[config.mk]
export PLATFORM = sky130hd
export DESIGN_NAME = usdp_data_port
export DESIGN_NICKNAME = d
export VERILOG_FILES = /design/src/usdp_pkg.sv /design/src/usdp_data_port.sv
export VERILOG_INCLUDE_DIRS = /design/src
export SDC_FILE = /design/constraint.sdc
export NUM_CORES = 1
export LEC_CHECK = 0
export BUFFER_PORTS_ARGS = -buffer_cell sky130_fd_sc_hd__clkbuf_2
export CELL_PAD_IN_SITES_DETAIL_PLACEMENT = 1
export CELL_PAD_IN_SITES_GLOBAL_PLACEMENT = 1
export CORE_MARGIN = 1
export CORE_UTILIZATION = 48
export DETAILED_ROUTE_END_ITERATION = 8
export HOLD_SLACK_MARGIN = 0.05
export PLACE_DENSITY = 0.88
export REMOVE_ABC_BUFFERS = 1
export SLEW_MARGIN = 40
export SYNTH_ARGS = -nofsm -noshare
export SYNTH_HDL_FRONTEND = slang
export SYNTH_SLANG_ARGS = --single-unit
[constraint.sdc]
create_clock -name clk_i -period 5.45 [get_ports clk_i]
set_input_delay 0.545 -clock clk_i [delete_from_list [all_inputs] [get_ports clk_i]]
set_output_delay 0.545 -clock clk_i [all_outputs]
set_load 0.01 [all_outputs]
[src/usdp_consts.svh]
/*
 * Offsets, field positions, reset values and timing counts of the
 * shadow data port.
 * Assumes a 50 MHz bus clock and a 32-bit classic Wishbone bus.
 */
`ifndef USDP_CONSTS_SVH
`define USDP_CONSTS_SVH

// Aliased data slots, sixteen word locations
`define USDP_SLOT_FIRST      32'h50001130
`define USDP_SLOT_LAST       32'h5000116c
`define USDP_SLOT2_ADDR      32'h50001138
`define USDP_SLOT3_ADDR      32'h5000113c
`define USDP_SLOT_RESET      16'h0000
// Control, status and bit period registers
`define USDP_CTRL_ADDR       32'h50001100
`define USDP_STAT_ADDR       32'h50001104
`define USDP_DIV_ADDR        32'h50001108
// Control fields
`define USDP_CTRL_FIFO_EN    0
`define USDP_CTRL_IR_MODE    1
// Status fields
`define USDP_STAT_DATA_VALID 0
`define USDP_STAT_OVERRUN    1
`define USDP_STAT_TX_EMPTY   5
`define USDP_STAT_TX_IDLE    6
`define USDP_STAT_RX_CNT_LSB 8
`define USDP_STAT_TX_CNT_LSB 16
// FIFO depth
`define USDP_FIFO_DEPTH      16
// Timing
`define USDP_CLK_HZ          50000000
`define USDP_BAUD_HZ         115200
`define USDP_DIV_RESET       16'(`USDP_CLK_HZ / `USDP_BAUD_HZ)

`endif

[src/usdp_pkg.sv]
/*
 * Types of the shadow data port: bus carriers and serial phases.
 * Assumes usdp_consts.svh for the numeric values.
 */
package usdp_pkg;

	typedef struct packed {
		logic        cyc;
		logic        stb;
		logic        we;
		logic [31:0] adr;
		logic [3:0]  sel;
		logic [31:0] dat;
	} usdp_wb_req_t;

	typedef struct packed {
		logic        ack;
		logic [31:0] dat;
	} usdp_wb_rsp_t;

	typedef enum logic [1:0] {
		PH_IDLE,
		PH_START,
		PH_DATA,
		PH_STOP
	} usdp_phase_t;

endpackage : usdp_pkg

[src/usdp_data_port.sv]
/*
 * Shadow receive/transmit data port of a serial UART, with 8N1
 * receiver and transmitter, receive and transmit FIFOs and a
 * classic Wishbone slave.
 * Assumes one 50 MHz clock, synchronous active-high reset, and serial
 * inputs that are asynchronous to the clock.
 */
// Overview of operation
// All sixteen aliased data words behave identically for burst access.
// Reads give the received byte in bits 7:0, serial or infrared input.
// Software trusts read data only while the data valid flag is set.
// FIFOs off: new character overwrites unread byte and flags overrun.
// FIFOs on: a read returns the oldest receive FIFO entry.
// Full receive FIFO: keep contents, drop new character, flag overrun.
// Written byte goes out on serial output or active-low infrared output.
// Software writes only while the transmit holding empty flag is set.
// FIFOs off: one write clears the transmit holding empty flag.
// FIFOs off: further writes before empty replace the pending byte.
// FIFOs on: sixteen writes are accepted before the FIFO is full.
// Writes to a full transmit FIFO are discarded.
// Bits 15:8 read as zero and ignore writes.
`timescale 1ns/100ps
`include "usdp_consts.svh"

module usdp_data_port (
	input  wire logic                  clk_i,
	input  wire logic                  rst_i,
	input  wire usdp_pkg::usdp_wb_req_t wb_req_i,
	output usdp_pkg::usdp_wb_rsp_t      wb_rsp_o,
	input  wire logic                  rxd_i,
	input  wire logic                  ir_rxd_i,
	output logic                       txd_o,
	output logic                       ir_txd_n_o
);
	import usdp_pkg::*;

	typedef struct packed {
		logic              ack;
		logic [31:0]       rdata;
		logic              fifo_en;
		logic              ir_mode;
		logic [15:0]       div;
		logic [1:0]        s_rx;
		logic [1:0]        s_ir;
		logic [15:0][7:0]  rx_mem;
		logic [3:0]        rx_rd;
		logic [4:0]        rx_cnt;
		logic              overrun;
		usdp_phase_t       rx_ph;
		logic [15:0]       rx_tmr;
		logic [2:0]        rx_bit;
		logic [7:0]        rx_sh;
		logic [15:0][7:0]  tx_mem;
		logic [3:0]        tx_rd;
		logic [4:0]        tx_cnt;
		usdp_phase_t       tx_ph;
		logic [15:0]       tx_tmr;
		logic [2:0]        tx_bit;
		logic [7:0]        tx_sh;
		logic              txd;
		logic              tx_line;
		logic              ir_n;
	} usdp_state_t;

	usdp_state_t s;
	usdp_state_t next_s;

	// Any of the sixteen aliased data words
	function automatic logic is_slot(input logic [31:0] a);
		is_slot = (a >= `USDP_SLOT_FIRST) && (a <= `USDP_SLOT_LAST)
			&& (a[1:0] == 2'b00);
	endfunction : is_slot

	logic        req;
	logic        wr;
	logic        rd;
	logic        line;
	logic        rx_push;
	logic [3:0]  rx_wr;
	logic [3:0]  tx_wr;
	logic [31:0] stat;
	logic        hit_slot;
	logic        hit_ctrl;
	logic        hit_stat;
	logic        hit_div;

	always_comb begin
		next_s = s;
		req = wb_req_i.cyc && wb_req_i.stb && !s.ack;
		wr = req && wb_req_i.we;
		rd = req && !wb_req_i.we;
		rx_push = 1'b0;
		rx_wr = 4'h0;
		tx_wr = 4'h0;

		// Address decode
		hit_slot = 1'b0;
		hit_ctrl = 1'b0;
		hit_stat = 1'b0;
		hit_div = 1'b0;
		if (is_slot(wb_req_i.adr))
			hit_slot = 1'b1;
		else if (wb_req_i.adr == `USDP_CTRL_ADDR)
			hit_ctrl = 1'b1;
		else if (wb_req_i.adr == `USDP_STAT_ADDR)
			hit_stat = 1'b1;
		else if (wb_req_i.adr == `USDP_DIV_ADDR)
			hit_div = 1'b1;

		// Input synchronisers
		next_s.s_rx = {s.s_rx[0], rxd_i};
		next_s.s_ir = {s.s_ir[0], ir_rxd_i};
		// Input by mode
		line = s.ir_mode ? !s.s_ir[1] : s.s_rx[1];

		stat = 32'h0;
		stat[`USDP_STAT_DATA_VALID] = (s.rx_cnt != 5'h0);
		stat[`USDP_STAT_OVERRUN] = s.overrun;
		stat[`USDP_STAT_TX_EMPTY] = (s.tx_cnt == 5'h0);
		stat[`USDP_STAT_TX_IDLE] = (s.tx_cnt == 5'h0) && (s.tx_ph == PH_IDLE);
		stat[`USDP_STAT_RX_CNT_LSB +: 5] = s.rx_cnt;
		stat[`USDP_STAT_TX_CNT_LSB +: 5] = s.tx_cnt;

		// Bus answer, one cycle after the request
		next_s.ack = req;
		next_s.rdata = 32'h0;
		if (rd) begin
			// Same answer at every alias
			if (hit_slot) begin
				// Upper bits zero
				next_s.rdata = {24'h0, s.rx_mem[s.rx_rd]};
				// Pop the head
				if (s.rx_cnt != 5'h0) begin
					next_s.rx_rd = s.rx_rd + 4'h1;
					next_s.rx_cnt = s.rx_cnt - 5'h1;
				end
			end else if (hit_ctrl) begin
				next_s.rdata[`USDP_CTRL_FIFO_EN] = s.fifo_en;
				next_s.rdata[`USDP_CTRL_IR_MODE] = s.ir_mode;
			end else if (hit_stat) begin
				next_s.rdata = stat;
				next_s.overrun = 1'b0;
			end else if (hit_div) begin
				next_s.rdata = {16'h0, s.div};
			end
		end

		if (wr && hit_ctrl && wb_req_i.sel[0]) begin
			next_s.ir_mode = wb_req_i.dat[`USDP_CTRL_IR_MODE];
			next_s.fifo_en = wb_req_i.dat[`USDP_CTRL_FIFO_EN];
			// FIFO enable change flushes both queues
			if (wb_req_i.dat[`USDP_CTRL_FIFO_EN] != s.fifo_en) begin
				next_s.rx_cnt = 5'h0;
				next_s.tx_cnt = 5'h0;
			end
		end else if (wr && hit_div) begin
			if (wb_req_i.sel[0])
				next_s.div[7:0] = wb_req_i.dat[7:0];
			if (wb_req_i.sel[1])
				next_s.div[15:8] = wb_req_i.dat[15:8];
		end

		// Receiver
		case (s.rx_ph)
			PH_IDLE: begin
				if (!line) begin
					next_s.rx_ph = PH_START;
					next_s.rx_tmr = {1'b0, s.div[15:1]};
				end
			end
			PH_START: begin
				if (s.rx_tmr != 16'h0) begin
					next_s.rx_tmr = s.rx_tmr - 16'h1;
				end else if (!line) begin
					next_s.rx_ph = PH_DATA;
					next_s.rx_tmr = s.div - 16'h1;
					next_s.rx_bit = 3'h0;
				end else begin
					next_s.rx_ph = PH_IDLE;
				end
			end
			PH_DATA: begin
				if (s.rx_tmr != 16'h0) begin
					next_s.rx_tmr = s.rx_tmr - 16'h1;
				end else begin
					next_s.rx_sh = {line, s.rx_sh[7:1]};
					next_s.rx_tmr = s.div - 16'h1;
					next_s.rx_bit = s.rx_bit + 3'h1;
					if (s.rx_bit == 3'h7)
						next_s.rx_ph = PH_STOP;
				end
			end
			default: begin
				if (s.rx_tmr != 16'h0) begin
					next_s.rx_tmr = s.rx_tmr - 16'h1;
				end else begin
					next_s.rx_ph = PH_IDLE;
					rx_push = 1'b1;
				end
			end
		endcase

		if (rx_push) begin
			rx_wr = next_s.rx_rd + next_s.rx_cnt[3:0];
			if (s.fifo_en) begin
				// Full: drop and flag
				if (next_s.rx_cnt == 5'(`USDP_FIFO_DEPTH)) begin
					next_s.overrun = 1'b1;
				end else begin
					next_s.rx_mem[rx_wr] = s.rx_sh;
					next_s.rx_cnt = next_s.rx_cnt + 5'h1;
				end
			end else if (next_s.rx_cnt != 5'h0) begin
				// Overwrite unread byte
				next_s.rx_mem[next_s.rx_rd] = s.rx_sh;
				next_s.overrun = 1'b1;
			end else begin
				next_s.rx_mem[next_s.rx_rd] = s.rx_sh;
				next_s.rx_cnt = 5'h1;
			end
		end

		// Transmitter
		case (s.tx_ph)
			PH_IDLE: begin
				next_s.tx_line = 1'b1;
				if (s.tx_cnt != 5'h0) begin
					next_s.tx_sh = s.tx_mem[s.tx_rd];
					next_s.tx_rd = s.tx_rd + 4'h1;
					next_s.tx_cnt = next_s.tx_cnt - 5'h1;
					next_s.tx_ph = PH_START;
					next_s.tx_tmr = s.div - 16'h1;
					next_s.tx_line = 1'b0;
				end
			end
			PH_START: begin
				if (s.tx_tmr != 16'h0) begin
					next_s.tx_tmr = s.tx_tmr - 16'h1;
				end else begin
					next_s.tx_ph = PH_DATA;
					next_s.tx_tmr = s.div - 16'h1;
					next_s.tx_bit = 3'h0;
					next_s.tx_line = s.tx_sh[0];
				end
			end
			PH_DATA: begin
				if (s.tx_tmr != 16'h0) begin
					next_s.tx_tmr = s.tx_tmr - 16'h1;
				end else begin
					next_s.tx_tmr = s.div - 16'h1;
					next_s.tx_bit = s.tx_bit + 3'h1;
					if (s.tx_bit == 3'h7) begin
						next_s.tx_ph = PH_STOP;
						next_s.tx_line = 1'b1;
					end else begin
						next_s.tx_line = s.tx_sh[s.tx_bit + 3'h1];
					end
				end
			end
			default: begin
				if (s.tx_tmr != 16'h0)
					next_s.tx_tmr = s.tx_tmr - 16'h1;
				else
					next_s.tx_ph = PH_IDLE;
			end
		endcase

		// Transmit data write, low byte lane only
		if (wr && hit_slot && wb_req_i.sel[0]) begin
			tx_wr = next_s.tx_rd + next_s.tx_cnt[3:0];
			if (s.fifo_en) begin
				// Accept up to depth, else drop
				if (next_s.tx_cnt != 5'(`USDP_FIFO_DEPTH)) begin
					next_s.tx_mem[tx_wr] = wb_req_i.dat[7:0];
					next_s.tx_cnt = next_s.tx_cnt + 5'h1;
				end
			end else if (next_s.tx_cnt != 5'h0) begin
				// Replace pending byte
				next_s.tx_mem[next_s.tx_rd] = wb_req_i.dat[7:0];
			end else begin
				// Holding now full
				next_s.tx_mem[next_s.tx_rd] = wb_req_i.dat[7:0];
				next_s.tx_cnt = 5'h1;
			end
		end

		// Infrared output low on zero bits
		next_s.txd = s.ir_mode ? 1'b1 : next_s.tx_line;
		next_s.ir_n = s.ir_mode ? next_s.tx_line : 1'b1;
	end

	always_ff @(posedge clk_i) begin
		if (rst_i) begin
			s <= '0;
			s.div <= `USDP_DIV_RESET;
			s.s_rx <= 2'b11;
			s.s_ir <= 2'b00;
			s.rx_ph <= PH_IDLE;
			s.tx_ph <= PH_IDLE;
			s.txd <= 1'b1;
			s.tx_line <= 1'b1;
			s.ir_n <= 1'b1;
		end else begin
			s <= next_s;
		end
	end

	assign wb_rsp_o.ack = s.ack;
	assign wb_rsp_o.dat = s.rdata;
	assign txd_o = s.txd;
	assign ir_txd_n_o = s.ir_n;

endmodule : usdp_data_port

==> flow_summary.toml <==
[synthesis]
ys.flop_type = "dfxtp_1"
synth_top_area_cell = "dfxtp_1"
yosys.cell_count.top_type = "nand2_1"
ys_warn_count = 0
yosysSeqAreaShare_pct = 35.6
ys_ff_latch = 380
synthArstFlopShare_pct = 0
synth_top_area_share_pct = 35.6
netlist-cell-type-count = 84
syn_avg_cell_area_um2 = 8.83
synth_edf_count = 0
synth_common_cells = "nand2_1, dfxtp_1, mux2i_1"
synth_area_leaders = "dfxtp_1, mux2i_1, mux4_2, nand2_1, o311ai_0"
syn-instance-count = 2422
netlist_area_mm2 = 0.0214

[layout]
nNetsFinal = 2493
fin_util_pct = 54.1
area_growth_pct = 10.1
drive_above_1_share_pct = 14.9
n_antenna_cell = 0
n_fill_cell = 4999
final_cell_count_no_fill = 3008

[routing]
vias_per_cell = 6.94
first_pass_iters = 8
wl_per_cell_um = 26.9
drc = 0
wirelength_um = 80800
drtIter0Drc = 2205
ant_nets = 0
vias = 20900

[cts]
cts_root_buf = "clkbuf_16"
cts_buffer_depth = 3
postCtsSetupRepairBufs = 0
cts-htree-levels = 2
clkSinkCount = 380
cts_hold_buffers = 0
cts_made_buffers = 41
tritoncts = "built"
cts_resized = 0
path_clk_slew_ps = 60
insertion_delay_ps = 590

[timing]
period_share_pct = 96.5
rsz0062_at_grt = "no"
clock.fmax_ghz = 0.190
finalHoldViolCount = 0
setup_viol = 0
tightest_slew_ps = 893
relSlewSlack_pct = 39.9
setup_slack_ps = 189
clock_skew_ps = 28.3
final.min_clock_period_ps = 5260
final_max_slew_viol_count = 0

[hold_path]
hp-class = "in2reg"
hold_end = "next_s[339]"
hp-start = "rxd_i"
holdPathStages = 2

[critical_path]
reg2reg_depth = 14
cp-end-kind = "register"
critical_path_required_ps = 5920
cp_max_fo = 16
path_class = "reg2reg"
rr_endpoint = "s[96]"
crit-reg2reg-launch = "wb_rsp_o[32]"
start_kind = "register"
regToRegSetupSlack_ps = 190
arrival_ps = 5730

[place]
dp.cells = 2934
io_buffers = 80
pre_cts_ws_ps = 286
gp_congestion = 0.940
dpl.hpwl_um = 50600

[power_and_ir_drop]
pwr_density_cell_mw_per_mm2 = 335
irDropWorstVdd_mv = 0.249
p_total_w = 0.00789
power_leakage_nw = 9.37

[global_routing]
antenna_found_initial = 2
grt_max_degree = 159
grt_pass1_vias = 21300
grt_use_total_pct = 34.9
grt_pass1_wl_um = 124000
grt_overflow_total = 0

[floorplanning]
die_w_um = 213
die_y_um = 213
fp.coreArea_mm2 = 0.0436
num_io_pins = 110
fp-row-count = 76
start_util_pct = 49.1
die_area_mm2 = 0.0454

[status]
status = "complete, no violations"

[job]
cap_violations = 0
registers in the layout (all words and copies together) (netlist names):
| signal | flops |
|---|---|
| ir_txd_n_o | 1 |
| txd_o | 1 |
| wb_rsp_o | 22 |
| next_s | 2 |
| s | 354 |
cells by family after synthesis:
| kind of cell | after synthesis | share of synthesized area (%) |
|---|---|---|
| xor+xnor | 35 | 1.50 |
| fa+ha+maj | 26 | 1.59 |
| flops | 380 | 35.6 |
| compound gates | 562 | 19.6 |
| buf+inv | 268 | 5.43 |
| mux | 286 | 17.9 |
| simple gates | 864 | 18.3 |
| other cells | 1 | 0.0175 |
cell usage in the layout, fill, tap and decap left out, types with 70 or more instances in the layout:
cell type / synthesis / routed
a21oi_1: 104 / 102
a2bb2oi_1: 72 / 72
buf_4: 34 / 70
clkbuf_2: 0 / 79
dfxtp_1: 380 / 374
mux2i_1: 202 / 202
mux4_2: 76 / 76
nand2_1: 393 / 392
nand3_1: 107 / 107
nor2_1: 150 / 147
o311ai_0: 81 / 81
layout make-up:
class / instances / area (um2) / share of cell area [%]
Clock buffer: 59 / 1170 / 4.98
Clock inverter: 15 / 156 / 0.664
Inverter: 33 / 136 / 0.579
Multi-Input combinational cell: 1784 / 12800 / 54.2
Sequential cell: 380 / 7610 / 32.3
Tap cell: 585 / 732 / 3.11
Timing Repair Buffer: 152 / 972 / 4.13
where the power goes:
group / total (W) / leakage (nW) / switching [W] / internal, W
registers: 0.00293 / 3.07 / 0.0000863 / 0.00285
clock network: 0.00285 / 0.650 / 0.00128 / 0.00157
logic: 0.00211 / 5.65 / 0.00146 / 0.000643
total: 0.00789 / 9.37 / 0.00283 / 0.00506
worst max-delay path: stages, from the launching register on:
cell and delay, ps:
dfxtp_1 320, and3b_1 270, nand3_1 340, or4_1 780
nor2_1 170, buf_4 180, o22a_1 280, inv_1 160
ha_1 370, a21oi_1 200, xnor2_1 140, or3_1 580
and3b_1 280, o211ai_2 680, mux2i_1 380
through the flow:
stage	setup TNS [ps]	hold WS, ps	area [um2]
floorplan	-346500	389	20400
global placement	0	390	22200
detailed placement	0	398	22200
CTS	0	171	23500
global route	0	181	23600
finish	0	179	23600
worst max path at each step:
stage                             from      to  slack, ps  cells after the start
after floorplan           wb_req_i[49]  s[304]      -2870                     12
after global placement    wb_req_i[49]  s[304]        360                     13
after detailed placement  wb_req_i[49]  s[237]        290                     13
after CTS                        s[31]   s[96]        340                     14
after global routing      wb_rsp_o[32]   s[96]        120                     14
final                     wb_rsp_o[32]   s[96]        190                     14
layer usage:
layer	GRT usage (%)	part of all wire, %	vias to the layer above
met3	7.55	9.2	338
met2	57.6	47	1176
met5	0	0.033	-
met1	42.5	38	10400
li1	-	-	8957
met4	18.7	5.4	4
Power figures use the tool's default switching activity.
